**config.mk**
```make
export PLATFORM = sky130hd
export DESIGN_NAME = idrs_core
export DESIGN_NICKNAME = d
export VERILOG_FILES = /design/src/rtl/idrs_core.v
export VERILOG_INCLUDE_DIRS = /design/src /design/src/pkg
export SDC_FILE = /design/constraint.sdc
export NUM_CORES = 1
export LEC_CHECK = 0
export BUFFER_PORTS_ARGS = -buffer_cell sky130_fd_sc_hd__buf_2
export CORE_MARGIN = 4
export CORE_UTILIZATION = 60
export CTS_CLUSTER_SIZE = 40
export DETAILED_ROUTE_END_ITERATION = 16
export HOLD_SLACK_MARGIN = 0.03
export PLACE_DENSITY = 0.86
export SYNTH_ARGS = -nofsm -noshare
export SYNTH_HDL_FRONTEND = slang
export SYNTH_SLANG_ARGS = --single-unit
```
**constraint.sdc**
```tcl
create_clock -name core_clk_i -period 2.2 [get_ports core_clk_i]
set_input_delay 0.33 -clock core_clk_i [delete_from_list [all_inputs] [get_ports core_clk_i]]
set_output_delay 0.33 -clock core_clk_i [all_outputs]
set_load 0.05 [all_outputs]
```
**src/pkg/idrs_defs.vh**
```
/*
  Constants for the identification read and software reset interpreter.
  Assumes it is included by bare name from the design files.
*/
`ifndef IDRS_DEFS_VH
`define IDRS_DEFS_VH

// ------------------------------------------------------------------
// Opcodes and sequence bytes
// ------------------------------------------------------------------
`define IDRS_OP_ID_READ 8'h9f
`define IDRS_OP_RESET 8'hf0
`define IDRS_RESET_TAIL 8'h00
`define IDRS_RESET_BYTES 3'd4

// ------------------------------------------------------------------
// Identification layout
// ------------------------------------------------------------------
`define IDRS_EXT_LEN 8'h01
`define IDRS_ID_BYTES 3'd5
`define IDRS_FAMILY_MSB 7
`define IDRS_FAMILY_LSB 5
`define IDRS_DENSITY_MSB 4
`define IDRS_DENSITY_LSB 0
`define IDRS_REV_MSB 4
`define IDRS_REV_LSB 0

// ------------------------------------------------------------------
// Timing
// ------------------------------------------------------------------
`define IDRS_RST_TERM_NS 30000
`define IDRS_CLK_PERIOD_NS 8

`endif

```
**src/rtl/idrs_core.v**
```verilog
/*
  Identification read and four-byte software reset interpreter of a
  serial flash. Assumes the serial pins come from a host master in SPI
  mode 0, asynchronous to core_clk_i; all of them are synchronised here.
*/
`timescale 1ns/1ps
`include "idrs_defs.vh"

// How it works
// - Opcode 9Fh after chip select starts identification output.
// - Manufacturer byte first, then two device-ID bytes in order.
// - Fourth byte is length 01h: one extended byte follows.
// - After the extended byte the output floats; more clocks give nothing.
// - Chip select release ends the read at once and floats the output.
// - Device-ID byte one: family in bits 7..5, density in bits 4..0.
// - Extended byte: reserved bits 7..5, revision in bits 4..0.
// - Reset is F0h plus three 00h bytes; later data is ignored.
// - Valid reset at release aborts program or erase within term time.
// - Reset leaves protection, lockdown and page size untouched.
// - Reset returns both program-suspend flags and erase-suspend to default.
// - Reset during erase suspend abandons the suspended erase.
// - Reset during program suspend abandons the suspended program.
// - No reset if fewer than four bytes or release off a byte boundary.
// - After reset the interpreter is idle and ready for a command.
module idrs_core #(
  parameter [7:0] MANUF_ID = 8'h5a, // Arbitrary identity value.
  parameter [2:0] FAMILY_CODE = 3'h5, // Arbitrary identity value.
  parameter [4:0] DENSITY_CODE = 5'h0a, // Arbitrary identity value.
  parameter [7:0] DEVICE_ID2 = 8'h3c, // Arbitrary identity value.
  parameter [4:0] REVISION = 5'h03, // Arbitrary identity value.
  parameter integer RST_TERM_CYC =
    `IDRS_RST_TERM_NS / `IDRS_CLK_PERIOD_NS
) (
  input wire core_clk_i,
  input wire rst_n_i,
  input wire cs_n_i,
  input wire sck_i,
  input wire si_i,
  output reg so_o,
  output reg so_oe_n_o,
  input wire busy_i,
  input wire erase_susp_i,
  input wire prog_susp_i,
  output reg abort_op_o,
  output reg clear_susp_flags_o,
  output reg abandon_erase_o,
  output reg abandon_prog_o,
  output wire idle_o
);

  // ------------------------------------------------------------------
  // States
  // ------------------------------------------------------------------
  localparam [3:0] ST_IDLE = 4'b0001;
  localparam [3:0] ST_ID = 4'b0010;
  localparam [3:0] ST_RST = 4'b0100;
  localparam [3:0] ST_IGN = 4'b1000;

  localparam [15:0] TERM_CNT = (RST_TERM_CYC < 1) ? 16'd1 :
    RST_TERM_CYC[15:0];

  // Byte n of the identification answer, assembled from its fields.
  function [7:0] id_byte;
    input [2:0] idx;
    begin
      case (idx)
        3'd0: id_byte = MANUF_ID;
        3'd1: id_byte = {FAMILY_CODE, DENSITY_CODE};
        3'd2: id_byte = DEVICE_ID2;
        3'd3: id_byte = `IDRS_EXT_LEN;
        3'd4: id_byte = {3'b000, REVISION};
        default: id_byte = 8'h00;
      endcase
    end
  endfunction

  // ------------------------------------------------------------------
  // Pin synchronisers and edge detection
  // ------------------------------------------------------------------
  reg [1:0] cs_sync_r;
  reg [1:0] sck_sync_r;
  reg [1:0] si_sync_r;
  reg sck_d_r;
  reg cs_d_r;

  // Two flops per pin; only the second stage feeds any logic.
  always @(posedge core_clk_i) begin
    if (!rst_n_i) begin
      cs_sync_r <= 2'b11;
      sck_sync_r <= 2'b00;
      si_sync_r <= 2'b00;
      sck_d_r <= 1'b0;
      cs_d_r <= 1'b1;
    end else begin
      cs_sync_r <= {cs_sync_r[0], cs_n_i};
      sck_sync_r <= {sck_sync_r[0], sck_i};
      si_sync_r <= {si_sync_r[0], si_i};
      sck_d_r <= sck_sync_r[1];
      cs_d_r <= cs_sync_r[1];
    end
  end

  wire cs_act = ~cs_sync_r[1];
  wire sck_rise = cs_act & sck_sync_r[1] & ~sck_d_r;
  wire sck_fall = cs_act & ~sck_sync_r[1] & sck_d_r;
  wire cs_rise = cs_sync_r[1] & ~cs_d_r;

  // ------------------------------------------------------------------
  // Command interpreter
  // ------------------------------------------------------------------
  reg [3:0] state_r;
  reg [2:0] bit_cnt_r;
  reg [7:0] shift_r;
  reg [2:0] byte_cnt_r;
  reg [7:0] out_r;
  reg [2:0] out_idx_r;
  reg [15:0] term_cnt_r;
  wire [7:0] rx_byte = {shift_r[6:0], si_sync_r[1]};

  assign idle_o = (state_r == ST_IDLE) & ~cs_act & (term_cnt_r == 16'd0);

  // Inputs sampled on rising serial edges, outputs changed on falling
  // edges so the host sees stable data at its next rising edge.
  always @(posedge core_clk_i) begin
    if (!rst_n_i) begin
      state_r <= ST_IDLE;
      bit_cnt_r <= 3'd0;
      shift_r <= 8'h00;
      byte_cnt_r <= 3'd0;
      out_r <= 8'h00;
      out_idx_r <= 3'd0;
      so_o <= 1'b0;
      so_oe_n_o <= 1'b1;
      term_cnt_r <= 16'd0;
      abort_op_o <= 1'b0;
      clear_susp_flags_o <= 1'b0;
      abandon_erase_o <= 1'b0;
      abandon_prog_o <= 1'b0;
    end else begin
      clear_susp_flags_o <= 1'b0;
      abandon_erase_o <= 1'b0;
      abandon_prog_o <= 1'b0;
      // Abort request held for the termination window, then released.
      if (term_cnt_r != 16'd0) begin
        term_cnt_r <= term_cnt_r - 16'd1;
        abort_op_o <= (term_cnt_r != 16'd1);
      end
      if (cs_rise) begin
        // Release: act only on a full, byte-aligned reset sequence.
        if (state_r == ST_RST && byte_cnt_r == `IDRS_RESET_BYTES &&
            bit_cnt_r == 3'd0) begin
          abort_op_o <= busy_i;
          term_cnt_r <= busy_i ? TERM_CNT : 16'd0;
          clear_susp_flags_o <= 1'b1;
          abandon_erase_o <= erase_susp_i;
          abandon_prog_o <= prog_susp_i;
        end
        // Protection and page size are not ours to touch.
        state_r <= ST_IDLE;
        so_oe_n_o <= 1'b1;
        bit_cnt_r <= 3'd0;
        byte_cnt_r <= 3'd0;
      end else if (!cs_act) begin
        state_r <= ST_IDLE;
        so_oe_n_o <= 1'b1;
        bit_cnt_r <= 3'd0;
        byte_cnt_r <= 3'd0;
      end else begin
        if (sck_rise) begin
          shift_r <= rx_byte;
          bit_cnt_r <= bit_cnt_r + 3'd1;
          if (bit_cnt_r == 3'd7) begin
            case (state_r)
              ST_IDLE: begin
                if (rx_byte == `IDRS_OP_ID_READ) begin
                  state_r <= ST_ID;
                  out_r <= id_byte(3'd0);
                  out_idx_r <= 3'd0;
                end else if (rx_byte == `IDRS_OP_RESET) begin
                  state_r <= ST_RST;
                  byte_cnt_r <= 3'd1;
                end else begin
                  state_r <= ST_IGN;
                end
              end
              ST_RST: begin
                if (byte_cnt_r < `IDRS_RESET_BYTES) begin
                  if (rx_byte == `IDRS_RESET_TAIL)
                    byte_cnt_r <= byte_cnt_r + 3'd1;
                  else
                    state_r <= ST_IGN;
                end
                // Bytes past the fourth are ignored.
              end
              default: begin
                state_r <= state_r;
              end
            endcase
          end
        end
        // Drive the next bit on the falling edge.
        if (sck_fall && state_r == ST_ID) begin
          if (out_idx_r < `IDRS_ID_BYTES) begin
            so_oe_n_o <= 1'b0;
            so_o <= out_r[7];
            out_r <= {out_r[6:0], 1'b0};
            if (bit_cnt_r == 3'd7) begin
              out_r <= id_byte(out_idx_r + 3'd1);
              out_idx_r <= out_idx_r + 3'd1;
            end
          end else begin
            so_oe_n_o <= 1'b1;
            so_o <= 1'b0;
          end
        end
      end
    end
  end

endmodule // idrs_core

```
== Word level (Yosys, flattened, before mapping) ==
Cells that the tools add are included.
Operators by class
  add/subtract/negate cells: 4
  multiply operators: 0
  div/mod/pow operators: 0
  magnitude comparators: 2
  equality and inequality tests: 17
  shifts and indexed selects: 0
  muxes and demuxes: 35
  bitwise logic cells: 13
  reductions and logical operators: 17
Operators by type and width (number)
  $mux W8: 7
  $mux W16: 3
  $pmux W8 S5: 1
  $mux W3: 11
  $eq A8 B8 Y1 const B: 2
  $logic_not A16 Y1: 1
  $mux W4: 4
  $ne A16 B1 Y1 const B: 1
  $reduce_bool A16 Y1: 1
  $sub A16 B1 Y16 const B: 1
  $mux W12: 1
  $add A3 B1 Y3 const B: 3
  $eq A3 B3 Y1 const B: 3
  $reduce_and A3 Y1: 3
  $logic_not A8 Y1: 1
  $pmux W4 S2: 1
  $and A1 B1 Y1: 7
  $reduce_and A7 Y1: 1
  $eq A3 B2 Y1 const B: 2
  $logic_not A3 Y1: 2
  $lt A3 B3 Y1 const B: 2
  $mux W1: 6
  $ne A2 B1 Y1 const B: 3
  $not A1 Y1: 6
  other kinds (11): 15
Storage, ports and cells
  flip-flop bits (word level): 58
  bits in latches: 0
  RAM bits: 0
  ROM bits: 0
  input port bits: 8
  output and inout port bits: 7
  word-level logic and storage cells: 106
  memories kept: 0

== Longest topological paths before layout ==
Gate-level depths: netlist (run 1).
  word-level depth: 8
  depth in mapped cells: 7
  depth with buffers taken out: 6

== Worst setup path before layout (run 1) ==
No wires, ideal clock.
  kind: reg2out
  from: register term_cnt_r[12]
  to: output idle_o
  arrival time: 1.877 ns
  required time: 1.870 ns
  path slack: -0.007 ns
  stages on the path, launching flop included: 5
  buffers on the path: 1
  cells stage by stage: dfxtp_1 -> nor4_1 -> and4_1 -> clkbuf_1 -> and3_1
On the way
  word-level cells in the longest chain between the ends: 2
Ends and longest elaborated chain
  from (decl): RTL line idrs_core.v:117  | reg [15:0] term_cnt_r;
  from (signal assigned): RTL line idrs_core.v:145  | term_cnt_r <= term_cnt_r - 16'd1;
  from (signal assigned): RTL line idrs_core.v:153  | term_cnt_r <= busy_i ? TERM_CNT : 16'd0;
  $logic_not A16 Y1: RTL line idrs_core.v:120  | assign idle_o = (state_r == ST_IDLE) & ~cs_act & (term_cnt_r == 16'd0);
  $and A1 B1 Y1: RTL line idrs_core.v:120
  to (decl): RTL line idrs_core.v:48  | output wire idle_o
No other way between the ends.

== Final worst setup path (run 1) ==
  from: register term_cnt_r[3]
  to: register term_cnt_r[15]
On the way
  word-level cells in the longest chain between the ends: 4
  elaborated cells between the ends (all ways): 5
  those cells by class: add/sub (1); mux (3); reduce/logical (1)
Ends and longest elaborated chain
  $sub A16 B1 Y16 or $reduce_bool A16 Y1 (tied branches): RTL line idrs_core.v:145, idrs_core.v:144
  $mux W16 *: RTL line idrs_core.v:144  | if (term_cnt_r != 16'd0) begin
  $mux W16: RTL line idrs_core.v:150  | if (state_r == ST_RST && byte_cnt_r == `IDRS_RESET_BYTES &&
  $mux W16 *: RTL line idrs_core.v:148  | if (cs_rise) begin
Mark *: on every way between the ends. The rest lies on a longest branch, timed or not.
A chain may end at the register's enable or synchronous reset.

==> metrics.md, run 1 <==
| Metric | Value |
|---|---|
| Root Driver | `clkbuf_8` |
| Worst-path cell chain | `or4_4, a311o_1, or4_4, a21oi_2` |
| RSZ-0062 raised after global routing | `false` |
| HP Class | `in -> reg` |
| H-Tree Depth | `3` |
| Cell variety after synth | `56` |
| Outcome | `complete, no violations` |
| Actual slew at the worst max-slew pin | `0.467 ns` |
| WP data required | `roughly 2.5 ns` |
| Final TNS setup | `0 ns` |
| Worst EP arrival | `2.38 ns` |
| Synth-to-Final Area Change | `16.9%` |
| Final Max Slew Viols | `0` |
| Die X | `between 70 and 80 um` |
| WP buf/inv | `0` |
| Clock skew | `around 0.008 ns` |
| Worst setup startpoint | `term_cnt_r[3]` |
| Die Area | `between 5000 and 6000 um^2` |
| Via count | `around 2600` |
| EDFF count, synth | `0` |
| Core Region | `approximately 4500 um^2` |
| Count of final hold-check violations | `0` |
| Die height | `76.9 um` |
| First-pass GRT wire length | `roughly 12000 um` |
| Syn Area/Cell | `around 9.0 um^2` |
| Drt total wl | `approximately 6600 um` |
| Vias in the first global route | `2543` |
| CTS tree | `yes` |
| Layout Nets | `between 300 and 400` |
| Gr ovfl total | `0` |
| Wire per inst | `between 15 and 20 um` |
| Met2 GRT Util | `38.2%` |
| Tcrit/Tclk final | `~96%` |
| Family with the most delay on the worst path | `simple AND/OR/NAND/NOR gates` |
| Routability cong. | `a little over 0.9` |
| Number of diodes | `0` |
| Inst Count DP | `389` |
| Netlist Area Pre-Place | `~2800 um^2` |
| MaxCap Viol Count | `0` |
| Final-report setup violation count | `0` |
| Initial antenna violation count | `0` |
| Crit path top cell by count | `or4_4` |
| Hold path start | `cs_n_i` |
| Core Util, Final | `74.4%` |
| Tot GR Track Use | `roughly 25%` |
| Clk buf depth | `2` |
| Worst rel slew slack | `68.6%` |
| Cell count after synthesis | `approximately 320` |
| Num ports | `15` |
| CP max stage cell | `or4_4` |
| Ys Warns | `0` |
| Non-Filler Instances | `405` |
| Largest net degree at the start of global routing | `22` |
| CTS sink count | `58` |
| Grt met1 use | `a little under a third` |
| Initial Util | `between 60% and 70%` |
| Final min period | `about 2.1 ns` |
| Drc violations | `0` |
| CP max stage delay | `around 0.57 ns` |
| CP Max Fanout | `10` |
| Post-synth ARST share | `0%` |
| R2R cell count | `4` |
| RR Endpoint | `term_cnt_r[15]` |
| Later-pin clock latency in the skew report | `approximately 0.34 ns` |
| Setup crit end kind | `flop` |
| Critical path launch point type | `flop` |
| Num CTS Buffers | `9` |
| Worst R2R Start | `term_cnt_r[3]` |
| Initial DRC count | `between 100 and 150` |
| DRT Pass-1 Iters | `5` |
| Share of cells above drive strength 1 | `22.1%` |
| Clock Pin Slew Worst Setup and Hold Paths | `~0.070 ns` |
| Post-synthesis sequential area ratio | `between 40 and 50%` |
| Met3 usage in global routing | `~7.6%` |
| Drt via density | `~6.3` |
| FF+latch count, synth | `58` |
| PD cells | `between 1000 and 1500 nW/um^2` |
| Cell Rows | `24` |
| Port bufs | `14` |
| Total leakage power | `roughly 0.0013 uW` |
| Hpwl dp | `4440 um` |
| Dominant synthesized flop cell | `dfxtp_1` |
| Crit Path Category | `reg -> reg` |
| Max frequency | `473 MHz` |
| Crit path to | `term_cnt_r[15]` |
| Reg-to-reg slack, setup | `between 0.08 and 0.09 ns` |
| Mapped Nets | `approximately 340` |
| Grt peak-use layer | `met2` |
| Final antenna-violating net count | `0` |
| Max VDD drop | `between 0.0008 and 0.0009 V` |
| Critical Path Stages | `4` |
==> power breakdown <==
| part | internal [uW] | switching, uW |
|---|---|---|
| Combinational | 648 | 775 |
| Clock | 608 | 404 |
| Sequential | 1180 | 164 |
==> worst reg2reg max path, delay by kind of cell, from the launching register on <==
family | cells | cell delay (ns)
AND/OR/NAND/NOR | 2 | 1.09
flip-flops | 1 | 0.37
AO/OA/AOI/OAI | 2 | 0.59
==> how the worst min path moves through the flow <==
stage                               to  slack (ns)  cells past startpoint
after floorplan           cs_sync_r[1]        0.39                      1
after global placement    cs_sync_r[1]        0.41                      1
after detailed placement  cs_sync_r[1]        0.41                      1
after CTS                 cs_sync_r[0]        0.16                      2
after global routing      cs_sync_r[0]        0.19                      2
final                     cs_sync_r[0]        0.17                      2
==> metal layers <==
| layer | wire [um] | vias up |
|---|---|---|
| met5 | 0 | - |
| li1 | - | 1238 |
| met2 | 3050 | 84 |
| met4 | 172 | 0 |
| met3 | 390 | 22 |
| met1 | 2940 | 1211 |
==> what timing repair did <==
action                                 CTS  global route
endpoints found under the hold margin    0             0
hold buffers                             0             0
resized for setup                        4             9
buffers inserted                         1             0
setup endpoints to repair                1             4
==> kinds of logic after synthesis <==
| logic type | synth area share, % |
|---|---|
| DFF | 40.8 |
| adders and majority gates | 5.71 |
| buffers and inverters | 4.00 |
| muxes | 5.05 |
| and+or+nand+nor | 29.0 |
| xor gates and xnor gates | 0.307 |
| AOI/OAI and AO/OA | 15.2 |
==> state kept, by name (all words and copies together) (netlist names), 2 cells and up <==
signal / flops
sck_sync_r: 2
term_cnt_r: 16
state_r: 4
out_idx_r: 3
out_r: 8
si_sync_r: 2
shift_r: 7
cs_sync_r: 2
bit_cnt_r: 3
byte_cnt_r: 3
==> layout by cell type, fill, tap and decap left out, drive strengths merged, types with 2 or more instances in the layout <==
master,instances
dfxtp,58
buf,36
nor2,23
a21oi,23
nand3,18
nand2,15
clkbuf,13
ha,13
o21ai,12
inv,12
or4,12
mux2i,11
nand2b,8
nand4,7
o31ai,7
and3,7
or3,7
and2,6
nor2b,6
nor4,6
nor3,5
nor4b,3
mux2,3
o211a,3
clkinv,3
and4,3
nor3b,3
nor4bb,2
nand4bb,2
a211oi,2
o221a,2
o311ai,2
or3b,2
o2111ai,2
==> area by class of cell <==
cell class | count | area [um^2]
Clock inverter | 2 | 35.0
Sequential cell | 58 | 1160
Inverter | 14 | 52.6
Tap cell | 52 | 65.1
Multi-Input combinational cell | 230 | 1600
Timing Repair Buffer | 36 | 241
Fill cell | 319 | 1140
Clock buffer | 13 | 169
==> synth_stat cells, types with 2 or more instances <==
cell	count	share of area [%]
o21ai_0	12	2.1
a211oi_1	2	0.53
clkinv_1	2	0.26
nor2_1	23	3.0
a21oi_2	2	0.61
nand3_1	18	3.2
nand2b_1	8	1.8
or4_4	3	1.2
nand4bb_1	2	0.79
and4_1	3	0.92
and3_1	7	1.5
nor3b_1	3	0.79
o2111ai_1	2	0.61
nor3_1	5	0.88
nand4_1	7	1.5
and2_1	6	1.3
o221a_2	2	0.79
or3b_2	2	0.61
nor4_1	5	1.1
inv_1	12	1.6
nor4bb_1	2	0.70
nor4b_1	3	0.92
mux2i_1	11	3.9
a21oi_1	21	3.7
or3_2	3	0.79
nand2_1	15	2.0
clkbuf_1	11	1.4
or4_1	8	2.1
nor2b_1	6	1.3
ha_1	13	5.7
mux2_2	3	1.2
o211a_1	3	1.1
dfxtp_1	58	41
o311ai_0	2	0.61
or3_1	4	0.88
o31ai_1	7	1.8
==> per-stage QoR <==
step	hold WS [ns]	instance area [um^2]	setup slack, ns	power (uW)
floorplan	0.386	2850	0.109	2320
global placement	0.405	3080	0.167	2590
detailed placement	0.410	3080	0.0794	2640
CTS	0.162	3300	0.0196	3710
global route	0.189	3330	0.000822	4010
finish	0.169	3330	0.0863	3780
No activity file was read; power rests on OpenSTA's default activity.
==> run 2: changes to the inputs <==
--- a/config.mk
+++ b/config.mk
@@ -6,13 +6,14 @@
 export SDC_FILE = /design/constraint.sdc
 export NUM_CORES = 1
 export LEC_CHECK = 0
+export ABC_AREA = 1
 export BUFFER_PORTS_ARGS = -buffer_cell sky130_fd_sc_hd__buf_2
 export CORE_MARGIN = 4
-export CORE_UTILIZATION = 60
+export CORE_UTILIZATION = 61
 export CTS_CLUSTER_SIZE = 40
 export DETAILED_ROUTE_END_ITERATION = 16
 export HOLD_SLACK_MARGIN = 0.03
-export PLACE_DENSITY = 0.86
+export PLACE_DENSITY = 0.87
 export SYNTH_ARGS = -nofsm -noshare
 export SYNTH_HDL_FRONTEND = slang
 export SYNTH_SLANG_ARGS = --single-unit
==> run 2 against run 1 <==
Combinational power shrank 21%; clock power is 17% lower; largest cell class unchanged; clock skew decreased by 0.00060 ns; fmax increased by 2.4%.
==> metrics.md, run 2 <==
| Metric | Value |
|---|---|
| Gr ovfl total | `0 (unchanged)` |
| Max frequency | `484 MHz (+2.4%)` |
| Initial Util | `62.8% (-0.87 points)` |
| H-Tree Depth | `3 (unchanged)` |
| Yosys top cell area share | `39.4% (-1.3 points)` |
| Initial DRC count | `190 (+29%)` |
| Sw Share | `37.8% (+2.3 points)` |
| Actual slew at the worst max-slew pin | `0.409 ns (-0.0574 ns)` |
| Hold-fix buffers at CTS | `0 (unchanged)` |
| Hold path start | `cs_n_i` |
| Final antenna-violating net count | `0 (unchanged)` |
| Sequential share of power | `39.4% (+3.8 points)` |
| Worst setup startpoint | `term_cnt_r[0]` |
| Drt total wl | `6200 um (-5.4%)` |
| Synth area leaders | `dfxtp_1 39%, nand2_1 14%, nor2_1 8.0%` |
| Synth-to-Final Area Change | `9.98%` |
| DRT Pass-1 Iters | `7 (+2)` |
| Reg-to-reg slack, setup | `0.31 ns (+0.22 ns)` |
| Dominant cell type by area after synthesis | `dfxtp_1` |
| Drc violations | `0 (unchanged)` |
| Num ports | `15 (unchanged)` |
| Int Power | `2010 uW (-18%)` |
| WP data required | `1.87 ns (-0.60 ns)` |
| Syn Area/Cell | `6.98 um^2 (-23%)` |
| Outcome | `complete, no violations` |
| Cell variety after synth | `31 (-45%)` |
| CP max stage cell | `dfxtp_1` |
| Largest net degree at the start of global routing | `19 (-14%)` |
| Port bufs | `14 (unchanged)` |
| Pre-CTS WS | `0.384 ns (+0.304 ns)` |
| Clk buf depth | `2 (unchanged)` |
| Fill cells | `406 (+27%)` |
| CTS tree | `yes` |
| Later-pin clock latency in the skew report | `0.34 ns (about the same)` |
| Commonest non-fill, non-tap cell in the layout | `nand2_1` |
| Inst Count DP | `487 (+25%)` |
| Clock skew | `0.00744 ns (-0.000595 ns)` |
| Tot GR Track Use | `22.0% (-2.5 points)` |
| CP max stage delay | `0.33 ns (-0.24 ns)` |
| HP Class | `in -> reg` |
| Initial antenna violation count | `0 (unchanged)` |
| Fin area | `3240 um^2 (-2.7%)` |
| Setup crit end kind | `output pin` |
| Crit path setup slack, layout | `0.135 ns (+0.0491 ns)` |
| Die Area | `6010 um^2 (+1.6%)` |
| Dominant synthesized flop cell | `dfxtp_1` |
| MaxCap Viol Count | `0 (unchanged)` |
| Non-Filler Instances | `503 (+24%)` |
| FF/Latch Area | `1160 um^2 (-0.11%)` |
| Max VDD drop | `0.000534 V (-39%)` |
| Core Region | `4690 um^2 (+4.9%)` |
| Most common cell in the netlist | `nand2_1` |
| Hpwl dp | `4500 um (+1.6%)` |
| Wire per inst | `12.3 um (-24%)` |
| Post-synth ARST share | `0% (unchanged)` |
| Post-synth top cells | `111 x nand2_1, 63 x nor2_1, 58 x dfxtp_1` |
| Hold depth | `2 (unchanged)` |
| WP buf/inv | `2 (+2)` |
| Worst rel slew slack | `72.7% (+4.1 points)` |
| RR Endpoint | `out_r[0]` |
| FF+latch count, synth | `58 (unchanged)` |
| Final-report setup violation count | `0 (unchanged)` |
| Total leakage power | `0.00162 uW (+22%)` |
| Post-CTS setup buffers | `0 (-1)` |
| RSZ-0062 raised after global routing | `false` |
| Final min period | `2.06 ns (-0.0491 ns)` |
| Largest register FFs | `16 (unchanged)` |
| Logic pwr share | `34.6% (-3.0 points)` |
| Tcrit/Tclk final | `93.8% (-2.2 points)` |
| Cell count after synthesis | `422 (+34%)` |
| Cell Area, Placed | `3080 um^2 (-0.16%)` |
| Cts repair resizes | `0 (-4)` |
| Core Util, Final | `69.1% (-5.3 points)` |
| Routability cong. | `0.869 (-4.3%)` |
| First-pass GRT wire length | `10600 um (-9.0%)` |
| CTS sink count | `58 (unchanged)` |
| PD cells | `996 nW/um^2 (-12%)` |
| Drt via density | `5.36 (-15%)` |
| Share of cells above drive strength 1 | `12.2% (-9.8 points)` |
| Crit Path Category | `reg -> out` |
| Mapped Nets | `443 (+31%)` |
| Clock Pin Slew Worst Setup and Hold Paths | `0.06 ns (about the same)` |
| Worst Hold End | `cs_sync_r[0]` |
| Worst EP arrival | `1.73 ns (-0.65 ns)` |
| Family with the most delay on the worst path | `simple AND/OR/NAND/NOR gates` |
| Worst-path cell chain | `inv_1, ha_1, nand2_1, nor2_1, nand2_2, nor3_2, buf_2` |
| Via count | `2696 (+5.5%)` |
| Root Driver | `clkbuf_8` |
| Worst R2R Start | `bit_cnt_r[0]` |
| Ys Warns | `0 (unchanged)` |
| Num CTS Buffers | `9 (unchanged)` |
| Number of diodes | `0 (unchanged)` |
| EDFF count, synth | `0 (unchanged)` |
| Die height | `77.5 um (+0.77%)` |
| Biggest registers after layout | `term_cnt_r (16), out_r (8), shift_r (7)` |
| Final Max Slew Viols | `0 (unchanged)` |
| Vias in the first global route | `2556 (+0.51%)` |
| Clock power frac | `26.0% (-0.8 points)` |
| Post-synthesis sequential area ratio | `39.4% (-1.3 points)` |
| CP Max Fanout | `4 (-6)` |
| Count of final hold-check violations | `0 (unchanged)` |
| Layout Nets | `465 (+26%)` |
| Netlist Area Pre-Place | `2950 um^2 (+3.4%)` |
| Final TNS setup | `0 ns (unchanged)` |
| Cell Rows | `25 (+4.2%)` |
| Biggest register | `term_cnt_r` |
| Sw power | `1220 uW (-9.1%)` |
| Multi-input logic area | `1550 um^2 (-3.4%)` |
| Most frequent cells in the layout | `111 x nand2_1, 63 x nor2_1, 58 x dfxtp_1` |
| Die X | `77.5 um (+0.77%)` |
| Critical path launch point type | `flop` |
| R2R cell count | `9 (+5)` |
[run 2: changes by cell type after synthesis, moves of 7 or more]
cell      change
clkbuf_1      -9
inv_1        +38
mux2i_1      -11
nand2_1      +96
nand2b_1      -8
nand3_1      +18
nor2_1       +40
o31ai_1       -7
or4_1         -8
xor2_1        +8
[run 2: layer usage]
layer,routed length [um],global-route usage [%],up-vias,share of wire [%]
met5,0,0,-,0
met4,179,13.9,0,2.9
met3,370,5.45,20,6.0
met2,3030,39.0,77,49
met1,2620,23.2,1233,42
li1,-,-,1366,-
[run 2: power by group through the flow]
stage	combinational [uW]	sequential [uW]	clock, uW
6_report	1120	1270	840
5_1_grt	1270	1280	893
4_1_cts	1100	1270	850
3_5_place_dp	1100	1290	0
3_3_place_gp	1050	1290	0
2_1_floorplan	875	1290	0
[run 2: metrics by stage]
step | total power, uW | hold WS (ns)
after global routing | 3450 | 0.176
after detailed placement | 2390 | 0.407
after floorplan | 2160 | 0.390
after CTS | 3220 | 0.164
final | 3230 | 0.171
after global placement | 2340 | 0.393
[run 2: cell families (layout without fill, tap and decap cells)]
group / count (synthesis) / count (layout) / share of synthesized area, %
buffers and inverters: 60 / 87 / 7.98
xor gates and xnor gates: 12 / 12 / 3.57
adders and majority gates: 13 / 13 / 5.52
AOI/OAI and AO/OA: 39 / 39 / 6.96
and+or+nand+nor: 240 / 240 / 36.6
DFF: 58 / 58 / 39.4
[run 2: worst register-to-register path: cells and delay by family (launching register included)]
kind | cells | cell delay (ns)
simple gates | 6 | 0.65
fa+ha+maj | 2 | 0.57
flops | 1 | 0.36
buf+inv | 1 | 0.20
[run 2: cell type report]
class | instances | area share, %
well taps | 54 | 2.08
repair buffers | 17 | 2.86
multi-input cells | 304 | 47.8
clock inverters | 3 | 0.463
flip-flops and latches | 58 | 35.8
inverters | 54 | 6.33
clock buffers | 13 | 4.59
[run 2: worst max path at each step]
stage / depth (start not counted) / end
after floorplan: 7 / idle_o
after global routing: 7 / idle_o
final: 7 / idle_o
after global placement: 9 / out_r[7]
after CTS: 7 / idle_o
after detailed placement: 9 / out_r[2]
